## src/adc_cfg_pkg.sv

```systemverilog
package adc_cfg_pkg;
  // register indices; byte address on the bus is four times the index
  localparam logic [7:0] IDX_PAIR_POL = 8'h65;
  localparam logic [7:0] IDX_OFS_LOW = 8'h66;
  localparam logic [7:0] IDX_OFS_HIGH = 8'h67;
  localparam logic [7:0] IDX_FRAME_CTRL = 8'h68;
  localparam logic [7:0] IDX_RECAL_CTRL = 8'h6B;
  localparam logic [7:0] IDX_OUT_CLK = 8'h6D;
  localparam logic [7:0] IDX_CAL_STATUS = 8'hD1;
  // values after reset
  localparam logic [7:0] RST_PAIR_POL = 8'h00;
  localparam logic [7:0] RST_OFS_LOW = 8'h00;
  localparam logic [7:0] RST_OFS_HIGH = 8'h00;
  localparam logic [7:0] RST_FRAME_CTRL = 8'h24;
  localparam logic [7:0] RST_RECAL_CTRL = 8'h08;
  localparam logic [7:0] RST_OUT_CLK = 8'h00;
  // field positions
  localparam int POL_FIELD_LSB = 2;
  localparam int FRAME_INV_BIT = 3;
  localparam int FRAME_EN_BIT = 2;
  localparam int RECAL_TRIG_BIT = 2;
  localparam int PLL_CLK_EN_BIT = 5;
  localparam int VCO_DLY_LSB = 1;
  localparam logic [7:0] OUT_CLK_IMPL_MASK = 8'h3F;
  localparam int CAL_BUSY_BIT = 0;
  localparam int CAL_DONE_BIT = 1;
  // datapath widths
  localparam int SAMPLE_W = 12;
  localparam int PAIRS = 6;
  localparam int FRAC_BITS = 3;
  // calibration run time
  localparam int CLK_PERIOD_NS = 40;
  localparam int PLL_CAL_TIME_NS = 2560;
  localparam int PLL_CAL_CYCLES = PLL_CAL_TIME_NS / CLK_PERIOD_NS;
  localparam int CAL_CNT_W = 8;
endpackage

```

## src/pll_cal_if.sv

```systemverilog
`timescale 1ns/100ps
interface pll_cal_if;
  logic start;
  logic busy;
  logic done;
  modport ctrl (output start, input busy, input done);
  modport seq (input start, output busy, output done);
endinterface

```

## src/pll_cal_seq.sv

```systemverilog
`timescale 1ns/100ps
module pll_cal_seq (
  // clock and reset
  input wire logic clock_in,
  input wire logic rst_in,
  // calibration handshake
  pll_cal_if.seq cal
);
  typedef enum logic [1:0] {
    CAL_IDLE = 2'b01,
    CAL_RUN = 2'b10
  } cal_state_t;

  cal_state_t state_ff;
  logic [adc_cfg_pkg::CAL_CNT_W-1:0] count_ff;
  logic done_ff;

  // a new trigger restarts the run even mid-way
  always_ff @(posedge clock_in) begin
    if (rst_in) begin
      state_ff <= CAL_IDLE;
      count_ff <= '0;
    end else begin
      case (state_ff)
        CAL_IDLE: begin
          if (cal.start) begin
            state_ff <= CAL_RUN;
            count_ff <= adc_cfg_pkg::CAL_CNT_W'(adc_cfg_pkg::PLL_CAL_CYCLES - 1);
          end
        end
        CAL_RUN: begin
          if (cal.start) begin
            count_ff <= adc_cfg_pkg::CAL_CNT_W'(adc_cfg_pkg::PLL_CAL_CYCLES - 1);
          end else if (count_ff == '0) begin
            state_ff <= CAL_IDLE;
          end else begin
            count_ff <= count_ff - 1'b1;
          end
        end
        default: begin
          state_ff <= CAL_IDLE;
        end
      endcase
    end
  end

  // done means the last run completed; a new start clears it
  always_ff @(posedge clock_in) begin
    if (rst_in) begin
      done_ff <= 1'b0;
    end else if (cal.start) begin
      done_ff <= 1'b0;
    end else if (state_ff == CAL_RUN && count_ff == '0) begin
      done_ff <= 1'b1;
    end
  end

  assign cal.busy = (state_ff == CAL_RUN);
  assign cal.done = done_ff;
endmodule

```

## src/adc_output_offset_pll_ctrl.sv

```systemverilog
// The implementer's own choice: register access over Wishbone.
`timescale 1ns/100ps
module adc_output_offset_pll_ctrl (
  // clock and reset
  input wire logic clock_in,
  input wire logic rst_in,
  // wishbone slave
  input wire logic wb_cyc_in,
  input wire logic wb_stb_in,
  input wire logic wb_we_in,
  input wire logic [9:0] wb_adr_in,
  input wire logic [3:0] wb_sel_in,
  input wire logic [31:0] wb_dat_in,
  output logic [31:0] wb_dat_out,
  output logic wb_ack_out,
  // converter samples
  input wire logic [11:0] sample_in,
  input wire logic sample_valid_in,
  input wire logic sample_overrange_in,
  input wire logic frame_clock_in,
  // output mode and clock source state
  input wire logic lvds_mode_in,
  input wire logic pll_selected_in,
  input wire logic pll_enabled_in,
  // data pairs and frame/over-range pair
  output logic [11:0] data_pairs_out,
  output logic data_valid_out,
  output logic [1:0] frame_flag_pair_out,
  output logic frame_flag_pair_oe_out,
  // pll controls
  output logic pll_clk_enable_out,
  output logic [2:0] out_clock_vco_delay_out,
  output logic pll_cal_start_out,
  output logic pll_cal_busy_out
);
  // register images
  logic [7:0] pair_pol_ff;
  logic [7:0] ofs_low_ff;
  logic [7:0] ofs_high_ff;
  logic [7:0] frame_ctrl_ff;
  logic [7:0] recal_ctrl_ff;
  logic [7:0] out_clk_ff;

  // trigger and bus stages
  logic trig_seen_ff;
  logic start_ff;
  logic ack_ff;
  logic [31:0] rdat_ff;

  // output stages
  logic [11:0] pairs_ff;
  logic valid_ff;
  logic [1:0] frame_pair_ff;
  logic frame_oe_ff;
  logic pll_en_ff;
  logic [2:0] vco_dly_ff;
  logic cal_busy_ff;

  // decode and datapath nets
  logic [7:0] idx;
  logic req;
  logic wr;
  logic [7:0] wbyte;
  logic [7:0] nxt_rbyte;
  logic [11:0] nxt_sample;
  logic nxt_sat;
  logic [5:0] data_pair_invert;
  logic frame_flag_pair_invert;
  logic frame_flag_pair_enable;
  logic recal_trigger;

  pll_cal_if cal_bus ();

  pll_cal_seq u_cal (
    .clock_in (clock_in),
    .rst_in (rst_in),
    .cal (cal_bus.seq)
  );

  // offset add in eighth-LSb units, floor back to whole codes, clamp
  function automatic logic [12:0] offset_sat(input logic [11:0] s, input logic [15:0] o);
    logic signed [16:0] s_ext;
    logic signed [16:0] o_ext;
    logic signed [16:0] sum;
    logic signed [13:0] whole;
    s_ext = 17'(signed'({s[11], s, 3'h0}));
    o_ext = 17'(signed'({o[15], o}));
    sum = s_ext + o_ext;
    whole = 14'(sum >>> adc_cfg_pkg::FRAC_BITS);
    if (whole > 14'sh07FF) begin
      offset_sat = {1'b1, 12'h7FF};
    end else if (whole < -14'sh0800) begin
      offset_sat = {1'b1, 12'h800};
    end else begin
      offset_sat = {1'b0, whole[11:0]};
    end
  endfunction

  // flip each selected two-bit pair; mask bit p owns bits 2p+1:2p
  function automatic logic [11:0] invert_pairs(input logic [11:0] v, input logic [5:0] m);
    invert_pairs = v;
    for (int p = 0; p < adc_cfg_pkg::PAIRS; p++) begin
      if (m[p]) begin
        invert_pairs[2*p +: 2] = ~v[2*p +: 2];
      end
    end
  endfunction

  // bus decode: one request per cycle pair, ack drops after one cycle
  assign idx = wb_adr_in[9:2];
  assign req = wb_cyc_in && wb_stb_in && !ack_ff;
  assign wr = req && wb_we_in && wb_sel_in[0];
  assign wbyte = wb_dat_in[7:0];

  // field taps
  assign data_pair_invert = pair_pol_ff[7:adc_cfg_pkg::POL_FIELD_LSB];
  assign frame_flag_pair_invert = frame_ctrl_ff[adc_cfg_pkg::FRAME_INV_BIT];
  assign frame_flag_pair_enable = frame_ctrl_ff[adc_cfg_pkg::FRAME_EN_BIT];
  assign recal_trigger = recal_ctrl_ff[adc_cfg_pkg::RECAL_TRIG_BIT];

  // write strobe for one register index, shared by all six registers
  function automatic logic write_hit(input logic w, input logic [7:0] a, input logic [7:0] t);
    return w && (a == t);
  endfunction

  // pair polarity; the two low bits are stored but drive nothing
  always_ff @(posedge clock_in) begin
    if (rst_in) begin
      pair_pol_ff <= adc_cfg_pkg::RST_PAIR_POL;
    end else if (write_hit(wr, idx, adc_cfg_pkg::IDX_PAIR_POL)) begin
      pair_pol_ff <= wbyte;
    end
  end

  // offset low byte; acts on its own write, no pairing latch
  always_ff @(posedge clock_in) begin
    if (rst_in) begin
      ofs_low_ff <= adc_cfg_pkg::RST_OFS_LOW;
    end else if (write_hit(wr, idx, adc_cfg_pkg::IDX_OFS_LOW)) begin
      ofs_low_ff <= wbyte;
    end
  end

  // offset high byte, sign in its top bit
  always_ff @(posedge clock_in) begin
    if (rst_in) begin
      ofs_high_ff <= adc_cfg_pkg::RST_OFS_HIGH;
    end else if (write_hit(wr, idx, adc_cfg_pkg::IDX_OFS_HIGH)) begin
      ofs_high_ff <= wbyte;
    end
  end

  // frame pair control; factory bits kept as written
  always_ff @(posedge clock_in) begin
    if (rst_in) begin
      frame_ctrl_ff <= adc_cfg_pkg::RST_FRAME_CTRL;
    end else if (write_hit(wr, idx, adc_cfg_pkg::IDX_FRAME_CTRL)) begin
      frame_ctrl_ff <= wbyte;
    end
  end

  // recalibration control; factory bits kept as written
  always_ff @(posedge clock_in) begin
    if (rst_in) begin
      recal_ctrl_ff <= adc_cfg_pkg::RST_RECAL_CTRL;
    end else if (write_hit(wr, idx, adc_cfg_pkg::IDX_RECAL_CTRL)) begin
      recal_ctrl_ff <= wbyte;
    end
  end

  // output clock register; unimplemented top bits never store
  always_ff @(posedge clock_in) begin
    if (rst_in) begin
      out_clk_ff <= adc_cfg_pkg::RST_OUT_CLK;
    end else if (write_hit(wr, idx, adc_cfg_pkg::IDX_OUT_CLK)) begin
      out_clk_ff <= wbyte & adc_cfg_pkg::OUT_CLK_IMPL_MASK;
    end
  end

  // read mux; unmapped and status-only bits read zero
  always_comb begin
    case (idx)
      adc_cfg_pkg::IDX_PAIR_POL: nxt_rbyte = pair_pol_ff;
      adc_cfg_pkg::IDX_OFS_LOW: nxt_rbyte = ofs_low_ff;
      adc_cfg_pkg::IDX_OFS_HIGH: nxt_rbyte = ofs_high_ff;
      adc_cfg_pkg::IDX_FRAME_CTRL: nxt_rbyte = frame_ctrl_ff;
      adc_cfg_pkg::IDX_RECAL_CTRL: nxt_rbyte = recal_ctrl_ff;
      adc_cfg_pkg::IDX_OUT_CLK: nxt_rbyte = out_clk_ff;
      adc_cfg_pkg::IDX_CAL_STATUS: begin
        nxt_rbyte = 8'h00;
        nxt_rbyte[adc_cfg_pkg::CAL_BUSY_BIT] = cal_bus.busy;
        nxt_rbyte[adc_cfg_pkg::CAL_DONE_BIT] = cal_bus.done;
      end
      default: nxt_rbyte = 8'h00;
    endcase
  end

  // ack one cycle after the request is seen, then low for a cycle
  always_ff @(posedge clock_in) begin
    if (rst_in) begin
      ack_ff <= 1'b0;
    end else begin
      ack_ff <= req;
    end
  end

  // read data captured with the ack, held until the next request
  always_ff @(posedge clock_in) begin
    if (rst_in) begin
      rdat_ff <= 32'h0000_0000;
    end else if (req) begin
      rdat_ff <= {24'h00_0000, nxt_rbyte};
    end
  end

  // last seen trigger level; reset level matches the register, so no false start
  always_ff @(posedge clock_in) begin
    if (rst_in) begin
      trig_seen_ff <= adc_cfg_pkg::RST_RECAL_CTRL[adc_cfg_pkg::RECAL_TRIG_BIT];
    end else begin
      trig_seen_ff <= recal_trigger;
    end
  end

  // one-cycle start on any change of the trigger, both directions
  always_ff @(posedge clock_in) begin
    if (rst_in) begin
      start_ff <= 1'b0;
    end else begin
      start_ff <= (recal_trigger != trig_seen_ff);
    end
  end

  // sequencer sees the registered pulse, never the raw level
  assign cal_bus.start = start_ff;

  // calibration busy mirrored from the sequencer
  always_ff @(posedge clock_in) begin
    if (rst_in) begin
      cal_busy_ff <= 1'b0;
    end else begin
      cal_busy_ff <= cal_bus.busy;
    end
  end

  // pll clock enable gated by clock source; ungated it would glitch the core clock
  always_ff @(posedge clock_in) begin
    if (rst_in) begin
      pll_en_ff <= 1'b0;
    end else if (pll_selected_in && pll_enabled_in) begin
      pll_en_ff <= out_clk_ff[adc_cfg_pkg::PLL_CLK_EN_BIT];
    end else begin
      pll_en_ff <= 1'b0;
    end
  end

  // vco delay gated the same way as the enable
  always_ff @(posedge clock_in) begin
    if (rst_in) begin
      vco_dly_ff <= 3'h0;
    end else if (pll_selected_in && pll_enabled_in) begin
      vco_dly_ff <= out_clk_ff[adc_cfg_pkg::VCO_DLY_LSB +: 3];
    end else begin
      vco_dly_ff <= 3'h0;
    end
  end

  // sample path: offset, saturate, invert per pair
  always_comb begin
    logic [12:0] r;
    r = offset_sat(sample_in, {ofs_high_ff, ofs_low_ff});
    nxt_sat = r[12];
    nxt_sample = invert_pairs(r[11:0], data_pair_invert);
  end

  // valid is the input qualifier one cycle late
  always_ff @(posedge clock_in) begin
    if (rst_in) begin
      valid_ff <= 1'b0;
    end else begin
      valid_ff <= sample_valid_in;
    end
  end

  // data pairs hold between valid samples
  always_ff @(posedge clock_in) begin
    if (rst_in) begin
      pairs_ff <= 12'h000;
    end else if (sample_valid_in) begin
      pairs_ff <= nxt_sample;
    end
  end

  // pair driven only while its enable bit is set
  always_ff @(posedge clock_in) begin
    if (rst_in) begin
      frame_oe_ff <= 1'b0;
    end else begin
      frame_oe_ff <= frame_flag_pair_enable;
    end
  end

  // frame/over-range pair: bit0 frame clock, bit1 over-range or saturation
  always_ff @(posedge clock_in) begin
    if (rst_in) begin
      frame_pair_ff <= 2'h0;
    end else if (!frame_flag_pair_enable) begin
      frame_pair_ff <= 2'h0;
    end else if (lvds_mode_in && frame_flag_pair_invert) begin
      frame_pair_ff <= ~{sample_overrange_in | nxt_sat, frame_clock_in};
    end else begin
      frame_pair_ff <= {sample_overrange_in | nxt_sat, frame_clock_in};
    end
  end

  assign wb_dat_out = rdat_ff;
  assign wb_ack_out = ack_ff;
  assign data_pairs_out = pairs_ff;
  assign data_valid_out = valid_ff;
  assign frame_flag_pair_out = frame_pair_ff;
  assign frame_flag_pair_oe_out = frame_oe_ff;
  assign pll_clk_enable_out = pll_en_ff;
  assign out_clock_vco_delay_out = vco_dly_ff;
  assign pll_cal_start_out = start_ff;
  assign pll_cal_busy_out = cal_busy_ff;
endmodule

```

## config.mk

```make
export PLATFORM = sky130hd
export DESIGN_NAME = adc_output_offset_pll_ctrl
export DESIGN_NICKNAME = d
export VERILOG_FILES = /design/src/adc_cfg_pkg.sv /design/src/pll_cal_if.sv /design/src/pll_cal_seq.sv /design/src/adc_output_offset_pll_ctrl.sv
export SDC_FILE = /design/constraint.sdc
export NUM_CORES = 1
export LEC_CHECK = 0
export BUFFER_PORTS_ARGS = -buffer_cell sky130_fd_sc_hd__buf_2
export CORE_MARGIN = 5
export CORE_UTILIZATION = 48
export DETAILED_ROUTE_END_ITERATION = 8
export HOLD_SLACK_MARGIN = 0.06
export PLACE_DENSITY = 0.76
export SETUP_SLACK_MARGIN = 0.4
export SYNTH_ARGS = -nofsm -noshare
export SYNTH_HDL_FRONTEND = slang
export SYNTH_SLANG_ARGS = --single-unit
```

## constraint.sdc

```tcl
create_clock -name clock_in -period 2.6 [get_ports clock_in]
set_input_delay 0.26 -clock clock_in [delete_from_list [all_inputs] [get_ports clock_in]]
set_output_delay 0.26 -clock clock_in [all_outputs]
set_load 0.01 [all_outputs]
```

* Yosys cells after proc, flatten, opt, wreduce, memory -nomap -nowiden
Index checks and enable logic that the tools add are counted.
** Storage, ports and cells
- Flip-flop bits (word level) :: 89
- Bits of input ports :: 69
- Output and inout bits :: 55
- Word-level logic and storage cells :: 87
** Cells by class
- Add/sub/neg operators :: 2
- Magnitude comparators :: 2
- Equal/unequal tests :: 14
- Mux-type cells :: 18
- Bitwise operators :: 10
- Reductions and logical operators :: 21
** Operators by type and width (number)
- one-hot mux 8 bit (7 select lines) :: 1
- == test 8 x 7 -> 1 bit (second input constant) :: 6
- 2-to-1 mux 13 bit :: 2
- 2-to-1 mux 8 bit :: 3
- 2-to-1 mux 2 bit :: 10
- adder 15 x 16 -> 17 bit :: 1
- one-hot mux 8 bit (2 select lines) :: 1
- > comparator 14 x 12 -> 1 bit (second input constant) :: 1
- less-than comparator 14 x 12 -> 1 bit (second input constant) :: 1
- NOT 2 bit :: 7
- logical AND 1 bit :: 13
- == test 8 bit (second input constant) :: 1
- logical NOT 8 bit :: 1
- subtractor 8 x 1 -> 8 bit (second input constant) :: 1
- AND reduction 3 bit :: 2
- OR reduction 2 bit :: 3
- != test 2 bit (second input constant) :: 2
- one-hot mux 2 bit (2 select lines) :: 1
- != test 3 bit (second input constant) :: 1
- == test 2 x 1 -> 1 bit (second input constant) :: 1
- == test 2 bit (second input constant) :: 1
- != test 2 x 1 -> 1 bit (second input constant) :: 1
- NOT 1 bit :: 2
- nonzero test 2 bit :: 1
- 3 further kinds :: 3

* Logic depth before layout (Yosys ltp)
Gate-level depths: netlist (run 1).
- Word-level depth :: 7
- Mapped depth :: 11
- Mapped depth without buffers :: 10

* By module
Synthesis (run 1) repeated with hierarchy kept, for this count alone.
** Second synthesis, totals
- Cell total of the unflattened synthesis :: 526
- Area, all modules :: 4744.6 um^2
** Modules (own cells, without submodules)
- adc_output_offset_pll_ctrl :: times used 1, cells each 452, area each 4085.2 um^2, sequential area each 1561.5 um^2
- pll_cal_seq :: times used 1, cells each 74, area each 659.4 um^2, sequential area each 220.2 um^2

* Worst setup path after synthesis (run 1)
No wires, ideal clock.
- Kind :: register to register
- Start :: register ofs_low_ff[3]
- End :: register pairs_ff[0], in the netlist data_pairs_out[0]
- Setup time :: 0.078 ns
- Arrival time :: 2.791 ns
- Required time :: 2.522 ns
- Path slack :: -0.268 ns
- Stages on the path, launching flop included :: 12
- Path buffers :: 1
- Period minus slack after synthesis :: 2.868 ns
- Cell sequence :: dfxtp_1 -> ha_1 -> fa_1 -> a211oi_1 -> nor2_1 -> o41ai_2 -> mux2i_1 -> nand3b_4 -> and2_4 -> buf_6 -> a211o_1 -> nor3_1
** On the way
- Cells in the longest elaborated chain, start to end :: 6
- Elaborated cells between the ends (all ways) :: 7
- Those cells by class :: add/sub (1); order compare (2); mux (3); bitwise (1)
** RTL lines
- start, declared :: line adc_output_offset_pll_ctrl.sv:38 : logic [7:0] ofs_low_ff;
- start signal, assigned :: line adc_output_offset_pll_ctrl.sv:138 : ofs_low_ff <= adc_cfg_pkg::RST_OFS_LOW;
- start signal, assigned :: line adc_output_offset_pll_ctrl.sv:140 : ofs_low_ff <= wbyte;
- adder 15 x 16 -> 17 bit * :: line adc_output_offset_pll_ctrl.sv:88 : sum = s_ext + o_ext;
- less-than comparator 14 x 12 -> 1 bit :: line adc_output_offset_pll_ctrl.sv:92 : end else if (whole < -14'sh0800) begin
- 2-to-1 mux 13 bit :: line adc_output_offset_pll_ctrl.sv:92
- 2-to-1 mux 13 bit * :: line adc_output_offset_pll_ctrl.sv:90 : if (whole > 14'sh07FF) begin
- NOT 2 bit :: line adc_output_offset_pll_ctrl.sv:104 : invert_pairs[2*p +: 2] = ~v[2*p +: 2];
- 2-to-1 mux 2 bit * :: line adc_output_offset_pll_ctrl.sv:103 : if (m[p]) begin
- end signal, assigned :: line adc_output_offset_pll_ctrl.sv:290 : pairs_ff <= nxt_sample;
- end, declared :: line adc_output_offset_pll_ctrl.sv:51 : logic [11:0] pairs_ff;
Every way passes the cells marked *; elsewhere a longest branch is shown, timed or not.
A chain may end at the register's enable or synchronous reset.

* Worst setup path in the final report (run 1)
Same ends and word-level chain as after synthesis.

==> run metrics, run 1 <==
fin util roughly 62%; CTS tree done; num rows 36; router iterations before antenna repair 5; Clk Latency, worst-skew pair 0.36 ns; routed length per instance ~16 um; Critical Path RT around 2.8 ns; Cell Int Power slightly above 2 mW; peak supply drop around 280 uV; CP Capture Type register; total power between 2 and 3 mW; Overflow after GRT 0; Mapped Cells ~540; share of cells above drive strength 1 a little under a third; Core ar. around 9700 um2; failing checks negative setup slack; register area between 1500 and 2000 um2; root buf cell clkbuf_8; Net Switching approximately 0.72 mW; sequential element share of the synthesized area approximately 37%; Synth top area share between 30% and 40%; register clock-pin slew on the reported worst setup and hold paths about 0.090 ns; Avg Inst Size Synth a little under 9 um2; crit path launch type register; Hold Path Origin wb_stb_in; I/O pin cnt between 100 and 150; Fmax achieved between 300 and 400 MHz; critical path cell sequence ha_4, fa_2, a211oi_2, nor2_1, o41ai_2, mux2i_2, buf_4, nand3b_4, and2_4, o32ai_2, nor3_2; top post-synthesis cells by area dfxtp_1, mux2i_1, nor2_1; min-delay worst type in -> reg; sw frac about a quarter; Max Clock Skew 0.009346 ns; vias in the first global route ~4200; max cap viols 0; Worst-Margin Slew roughly 0.64 ns; largest net degree at the start of global routing between 50 and 60; crit share post-route 106.6%; DIE AREA ~12000 um2; Slew Viols, Final 0; P&R area growth vs syn 26.65%; clock network fraction of total power 36.2%; Buf+Inv Stages, Crit Path 1; source of the critical timing path ofs_low_ff[3]; gr usage total 20.16%; Final setup viols 12; Routed Antenna Nets 0; Multi-input gate area about 3100 um2; slowest stage delay, CP ~0.35 ns; arrival time at the worst endpoint 3.01 ns; Max-slew headroom a little under three fifths; antenna violations before repair 0; DP Cell Count approximately 760; critical path type reg -> reg; worst setup margin -0.1715 ns; routed vias about 4400; Final HPWL DP 8863 um; CTS buffer count 9; Final Hold Fails 0; setup total negative slack -1.361 ns; routability-driven placement congestion ratio just over 0.9; Mapped Area 4785 um2; # hold bufs at CTS 0; static leakage 2.671 nW; Ant. Diodes 0; vias per cell ~5.5; main flop type after synthesis dfxtp_1; status finished with violations; Comb power frac around an eighth; first-pass GRT wire length 19400 um; port bufs 70; leading area contributor after synthesis dfxtp_1; register bit total from synthesis 89; Top Family by Delay on Critical Path compound AO/OA/AOI/OAI gates; DRC 0; initial drt markers 251; Power Density between 400 and 500 nW/um2; Synth async-reset ratio 0%; Final nets approximately 740; R2R setup slack -0.17 ns; WL final about 13000 um; Die Wd around 110 um; clock buffer depth 2; Distinct cells, synth 66; fin crit period about 2.8 ns; CP Max Fanout 8; YS warnings 0; final non-filler cell total around 790; initial core utilization between 40% and 50%; Post-synth EDFFs 0; H-tree levels 3; register share of total power between 50% and 60%; fillers 810; RSZ-0062 raised after global routing true; Sink Count a little under 90; Slowest-stage cell, CP dfxtp_2; RR Startpoint ofs_low_ff[3]; Die Ht 109.8 um
-- synthesized netlist by cell type (8+ instances only) --
cell / number
nand2_1: 44
a22oi_1: 8
a211oi_1: 15
nor2_1: 70
o21ai_0: 16
ha_1: 14
xnor2_1: 10
a21oi_1: 16
nor2b_1: 11
nor3b_1: 9
clkbuf_1: 17
dfxtp_1: 89
buf_4: 24
mux2_2: 8
a221oi_1: 8
nand3_1: 15
mux2i_1: 46
inv_1: 17
nor3_1: 11
-- metal layers --
metal  up-vias  global-route usage [%]  wire length, um
met5         -                       0                0
met4         0                   5.966              170
met3        17                   3.699              765
met2       155                   34.71             6135
met1      2063                   25.58             5497
li1       2125                       -                -
-- kinds of logic after synthesis --
logic type / count (synthesis) / share of synthesized area [%]
other: 1 / 0.07838
multiplexers: 54 / 11.51
adder cells (fa/ha/maj): 15 / 4.080
buffers and inverters: 61 / 6.851
AO/OA/AOI/OAI: 109 / 17.13
flip-flops: 89 / 37.24
XOR/XNOR: 14 / 2.563
AND/OR/NAND/NOR: 198 / 20.55
-- registers in the layout (all words and copies together), names as in the netlist, 3 cells and up --
register and cells:
recal_ctrl_ff 8, ofs_high_ff 8, out_clock_vco_delay_out 3, wb_dat_out 8, pair_pol_ff 8, out_clk_ff 6
frame_ctrl_ff 8, data_pairs_out 12, ofs_low_ff 8, u_cal.count_ff 8
-- final cells by class --
cell class | count | share of cell area [%]
timing repair buffer | 121 | 12.68
tap | 133 | 2.746
clock buffer | 11 | 2.498
sequential | 89 | 29.65
multi-input combinational | 415 | 50.38
inverter | 17 | 1.053
clock inverter | 5 | 0.9911
-- cell usage in the layout (no fill, tap or decap), types with 10 or more instances in the layout --
cell and count:
dfxtp_1 81, nor2_1 70, buf_2 70, mux2i_1 45
buf_4 44, nand2_1 43, conb_1 24, inv_1 17
nand3_1 15, a21oi_1 13, nor2b_1 11, a211oi_1 11
clkbuf_8 11, o21ai_0 10
-- per-stage QoR --
step	hold WS (ns)	cell area, um2	worst slack (ns)
after floorplan	0.4029	4896	-0.1482
after global placement	0.4288	5411	-0.2588
after detailed placement	0.4377	5411	-0.3376
after CTS	0.1327	5824	-0.07883
after global routing	0.1407	6060	-0.3057
final	0.1421	6060	-0.1715
-- repair_timing --
action / CTS / global route
cloned: 1 / 0
buffers inserted: 7 / 9
pin swaps: 5 / 10
setup endpoints to repair: 16 / 17
gates resized for setup: 21 / 33
-- power groups by stage --
stage / clock network (mW) / registers, mW / logic (mW)
5_1_grt: 1.08 / 1.40 / 0.404
4_1_cts: 1.02 / 1.40 / 0.341
6_report: 1.00 / 1.40 / 0.370
2_1_floorplan: 0 / 1.45 / 0.200
3_5_place_dp: 0 / 1.43 / 0.310
3_3_place_gp: 0 / 1.43 / 0.304
-- path summary, 6_finish.rpt --
check | endpoint | depth (start not counted)
setup / recovery | data_pairs_out[0] | 11
hold / removal | wb_ack_out | 3
setup reg to reg | data_pairs_out[0] | 11
hold reg to reg | wb_ack_out | 1
-- worst min-delay path, delay by kind of cell --
family,cells,cell delay [ns]
buffers and inverters,1,0.09
and+or+nand+nor,2,0.10
(Power assumes the default switching activity.)
==> run 2: changes to the inputs <==
clock period = 2.25 ns   (was 2.6 ns; I/O delays follow)
==> run 2 against run 1 <==
Against the previous run:
- the flow still finishes with violations (negative setup slack)
- non-clock buffer count up 23
- clock-buffer cell count shrank 1
- sequential power rose by 16%
- critical endpoint unchanged
- register-to-register slack worse by 0.33 ns
- hold slack lost 0.049 ns
- clock skew increased by 0.0017 ns
- critical path type unchanged
- via count increased by 5.2%
- utilization grew 3.3 points
- clock power up 14%
- sequential share of layout area is 1.5 points lower
==> run metrics, run 2 (synthesis results as in run 1) <==
vias per cell roughly 5.6; worst setup margin -0.4970 ns; RR Startpoint ofs_low_ff[3]; Max-slew headroom around 53%; Die Ht 109.8 um; Multi-input gate area 3184 um2; most frequent cells in the layout dfxtp_1, buf_2, nor2_1; clock buffer depth 2; fillers slightly below 800; static leakage approximately 2.8 nW; WL final about 14000 um; CTS tree done; antenna violations before repair 0; gr usage total a little under a quarter; slowest stage delay, CP 0.35 ns; Final setup viols 12; Slew Viols, Final 0; P&R area growth vs syn 33.26%; worst reg2reg path depth 11; source of the critical timing path ofs_low_ff[3]; CTS buffer count 9; initial core utilization approximately half; peak supply drop between 300 and 400 uV; largest net degree at the start of global routing between 60 and 70; commonest non-fill, non-tap cell in the layout dfxtp_1; first-pass GRT wire length around 22000 um; placed instance area around 5600 um2; crit path launch type register; arrival time at the worst endpoint slightly above 3 ns; status finished with violations; routed vias 4586; CP Capture Type register; total power ~3.2 mW; max reg flops 12; RSZ-0062 raised after global routing true; Routed Antenna Nets 0; Final HPWL DP ~9800 um; Worst-Margin Slew around 0.70 ns; Top Family by Delay on Critical Path compound AO/OA/AOI/OAI gates; routed length per instance 17.29 um; vias in the first global route around 4400; routability-driven placement congestion ratio a little over 0.9; critical path depth 11; H-tree levels 3; Fmax achieved between 300 and 400 MHz; initial drt markers 419; fin crit period 2.747 ns; I/O pin cnt about 120; Overflow after GRT 0; register clock-pin slew on the reported worst setup and hold paths roughly 0.10 ns; R2R setup slack -0.50 ns; DRC 0; r2r endpoint data_pairs_out[0]; root buf cell clkbuf_8; Finished Cell Area around 6400 um2; Die Wd 109.8 um; Final nets about 760; Clk Latency, worst-skew pair between 0.3 and 0.4 ns; Power Density between 500 and 600 nW/um2; failing checks negative setup slack; max cap viols 0; Critical Path RT around 2.5 ns; router iterations before antenna repair 5; Final Hold Fails 0; Critical path destination data_pairs_out[0]; Core ar. ~10000 um2; Slowest-stage cell, CP fa_2; port bufs 70; critical path cell sequence ha_4, fa_2, a211oi_2, nor2_2, o41ai_4, mux2i_2, buf_6, nand3b_4, and2_4, a211o_1, nor3_1; register area between 1500 and 2000 um2; Buf+Inv Stages, Crit Path 1; Sink Count 89; fin util about 66%; crit share post-route 122.1%; Hold WS roughly 0.093 ns; share of cells above drive strength 1 between 30 and 40%; Max Clock Skew roughly 0.011 ns; num rows 36; critical path type reg -> reg; min-delay worst type in -> reg; Ant. Diodes 0; DIE AREA around 12000 um2; CP Max Fanout 7
## run 2: cell count changes in the layout (fill, tap and decap cells not counted), sizes merged
cell	previous run	this run
and2	6	7
buf	121	144
clkbuf	11	10
clkinv	1	0
clkinvlp	1	2
inv	19	20
## run 2: worst min-delay path by stage
stage,depth (start not counted),slack [ns],start,to
floorplan,2,0.37,wb_stb_in,wb_ack_out
global placement,1,0.43,wb_ack_out,wb_ack_out
detailed placement,1,0.43,wb_ack_out,wb_ack_out
CTS,3,0.08,wb_stb_in,wb_ack_out
global route,3,0.09,wb_stb_in,wb_ack_out
finish,3,0.09,wb_stb_in,wb_ack_out
## run 2: repair_timing
action	in CTS	in global routing
gates cloned	1	1
hold buffers	0	0
buffers inserted	12	6
endpoints found under the setup margin	20	33
resized for setup	37	42
pin swaps	12	13
## run 2: tightest hold or removal path: cells and delay by family
kind,cells,cell delay (ns)
buffers and inverters,1,0.09
and+or+nand+nor,2,0.11
## run 2: through the flow
step | setup slack (ns) | TNS (ns) | std cells
after floorplan | -0.4982 | -4.941 | 564
after global placement | -0.5741 | -6.077 | 779
after detailed placement | -0.6480 | -7.283 | 779
after CTS | -0.4422 | -4.796 | 808
after global routing | -0.5758 | -6.655 | 815
final | -0.4970 | -5.493 | 815
## run 2: layout make-up
cell class	instances	area share [%]
multi-input cells	416	49.94
flip-flops and latches	89	28.14
repair buffers	144	15.19
well taps	133	2.610
clock buffers	10	2.002
clock inverters	6	1.119
inverters	17	1.001
## run 2: power by group
part | switching (mW) | internal, mW
Clock | 0.617 | 0.526
Sequential | 0.0176 | 1.61
Combinational | 0.261 | 0.184
## run 2: metal layers
| metal | up-vias | global-route usage [%] | wire length [um] |
|---|---|---|---|
| met5 | - | 0 | 0 |
| met4 | 0 | 10.24 | 446 |
| met3 | 37 | 4.169 | 964 |
| met2 | 191 | 38.47 | 7053 |
| met1 | 2180 | 28.79 | 5630 |
| li1 | 2178 | - | - |
==> run 3: changes to the inputs <==
CELL_PAD_IN_SITES_DETAIL_PLACEMENT = 1   (was not set)
CELL_PAD_IN_SITES_GLOBAL_PLACEMENT = 1   (was not set)
CORE_UTILIZATION = 36   (was 48)
PLACE_DENSITY = not set   (was 0.76)
PLACE_DENSITY_LB_ADDON = 0.1   (was not set)
==> run 3 against run 2 <==
Against the previous run:
- the run still ends with negative setup slack left
- design area grew 3.7%
- power grew 12%
- sequential share of layout area shrank 0.94 points
- non-clock buffer count grew 11
- via count shrank 1.8%
- sequential cell count is the same
- combinational power grew 2%
- setup slack gained 0.062 ns
- clock power grew 34%
- critical path depth is the same
- die area grew 30%
- clock skew shrank 0.0029 ns
- highest routed layer is now met5
==> run metrics, run 3 (synthesis results as in run 1) <==
Worst Hold Depth 3; router iterations before antenna repair 4; register clock-pin slew on the reported worst setup and hold paths ~0.070 ns; vias in the first global route approximately 4600; routability-driven placement congestion ratio about 0.87; # hold bufs at CTS 0; share of cells above drive strength 1 around 37%; slowest stage delay, CP roughly 0.35 ns; Worst-Margin Slew between 0.6 and 0.7 ns; Die Wd 125.3 um; Sink Count 89; H-tree levels 3; Ant. Diodes 0; max reg flops 12; most frequent cells in the layout dfxtp_1, buf_4, buf_2; status finished with violations; critical path cell sequence ha_4, fa_2, a211oi_2, nor2_2, o41ai_4, mux2i_2, buf_6, nand3b_4, and2_4, a211o_1, nor3_2; Top Family by Delay on Critical Path compound AO/OA/AOI/OAI gates; antenna violations before repair 1; initial core utilization between 30% and 40%; I/O pin cnt between 100 and 150; port bufs 70; final non-filler cell total about 870; Fmax achieved between 300 and 400 MHz; P&R area growth vs syn 38.15%; peak supply drop around 440 uV; largest net degree at the start of global routing 63; fin util between 50% and 60%; crit path launch type register; DP Cell Count 833; Final HPWL DP between 10000 and 15000 um; sw frac a little over a quarter; static leakage roughly 2.9 nW; critical path depth 11; first-pass GRT wire length approximately 25000 um; root buf cell clkbuf_16; routed vias 4502; DIE AREA between 15000 and 20000 um2; crit share post-route 119.3%; CTS buffer count 9; clock buffer depth 2; fin crit period 2.685 ns; Buf+Inv Stages, Crit Path 1; Routed Antenna Nets 0; Place WS -0.7164 ns; Critical Path RT 2.52 ns; arrival time at the worst endpoint roughly 3.0 ns; Net Switching ~0.94 mW; Core ar. ~13000 um2; CTS tree done; clock network fraction of total power roughly 42%; total power 3.606 mW; Comb power frac between 10 and 15%; CP Max Fanout 7; initial drt markers 200; failing checks negative setup slack; Cell Int Power approximately 2.7 mW; Final nets 772; register share of total power between 40% and 50%; routed length per instance between 15 and 20 um; Max-slew headroom 54.75%; min-delay worst type in -> reg; Slew Viols, Final 0; gr usage total 19.64%; Overflow after GRT 0; CP Capture Type register; vias per cell 5.181; Die Ht 125.3 um; Final setup viols 13; worst reg2reg path depth 11; WL final 15930 um; Clk Latency, worst-skew pair between 0.3 and 0.4 ns; worst setup margin -0.4352 ns; commonest non-fill, non-tap cell in the layout dfxtp_1; num rows 42; critical path type reg -> reg; max cap viols 0; Slowest-stage cell, CP fa_2; Max Clock Skew about 0.008 ns; Power Density 545.5 nW/um2; DRC 0; Final Hold Fails 0; RSZ-0062 raised after global routing true
-- run 3: cell count changes in the layout (fill, tap and decap cells not counted), sizes merged --
cell	change
buf	+10
inv	-2
clkbuf	+1
clkinv	+3
clkinvlp	-1
-- run 3: final timing paths --
kind / start / end / slack (ns)
max: ofs_low_ff[3] / data_pairs_out[0] / -0.44
min: wb_stb_in / wb_ack_out / 0.13
max reg2reg: ofs_low_ff[3] / data_pairs_out[0] / -0.44
min reg2reg: wb_ack_out / wb_ack_out / 0.45
-- run 3: per-layer routing --
metal / part of all wire (%) / GRT usage [%] / wire length (um) / vias to the layer above
met3: 3.6 / 3.838 / 568 / 15
met5: 0.082 / 0 / 13 / -
li1: - / - / - / 2207
met2: 48 / 31.54 / 7577 / 75
met1: 48 / 27.27 / 7603 / 2203
met4: 1.0 / 4.847 / 167 / 2
-- run 3: tightest hold or removal path, stage by stage --
cell and delay [ns]:
buf_2 0.10, nand2_1 0.07, nor3_1 0.04
-- run 3: through the flow --
step                      setup TNS [ns]  hold WS, ns  area [um2]
after detailed placement          -7.591       0.4484        5782
after global routing              -6.156       0.1453        6610
after global placement            -6.912       0.4297        5782
after CTS                         -4.877       0.1248        6440
after floorplan                   -4.941       0.3679        4954
final                             -4.783       0.1326        6610
-- run 3: area by class of cell --
class                           count  area (um2)
Tap cell                          176       220.2
Sequential cell                    89        1798
Fill cell                        1569        6528
Clock inverter                      6       67.56
Timing Repair Buffer              155        1062
Multi-Input combinational cell    416        3169
Clock buffer                       10       229.0
Inverter                           17       63.81
-- run 3: timing repair --
| action | 4_1_cts | 5_1_grt |
|---|---|---|
| endpoints found under the setup margin | 21 | 40 |
| cloned | 3 | 0 |
| resized for setup | 42 | 31 |
| pin swaps | 19 | 13 |
| setup buffers | 11 | 6 |
-- run 3: power by group through the flow --
stage / Combinational [mW] / Sequential [mW] / Clock (mW)
2_1_floorplan: 0.236 / 1.67 / 0
3_3_place_gp: 0.387 / 1.66 / 0
3_5_place_dp: 0.397 / 1.66 / 0
4_1_cts: 0.448 / 1.62 / 1.58
5_1_grt: 0.494 / 1.62 / 1.64
6_report: 0.456 / 1.62 / 1.53
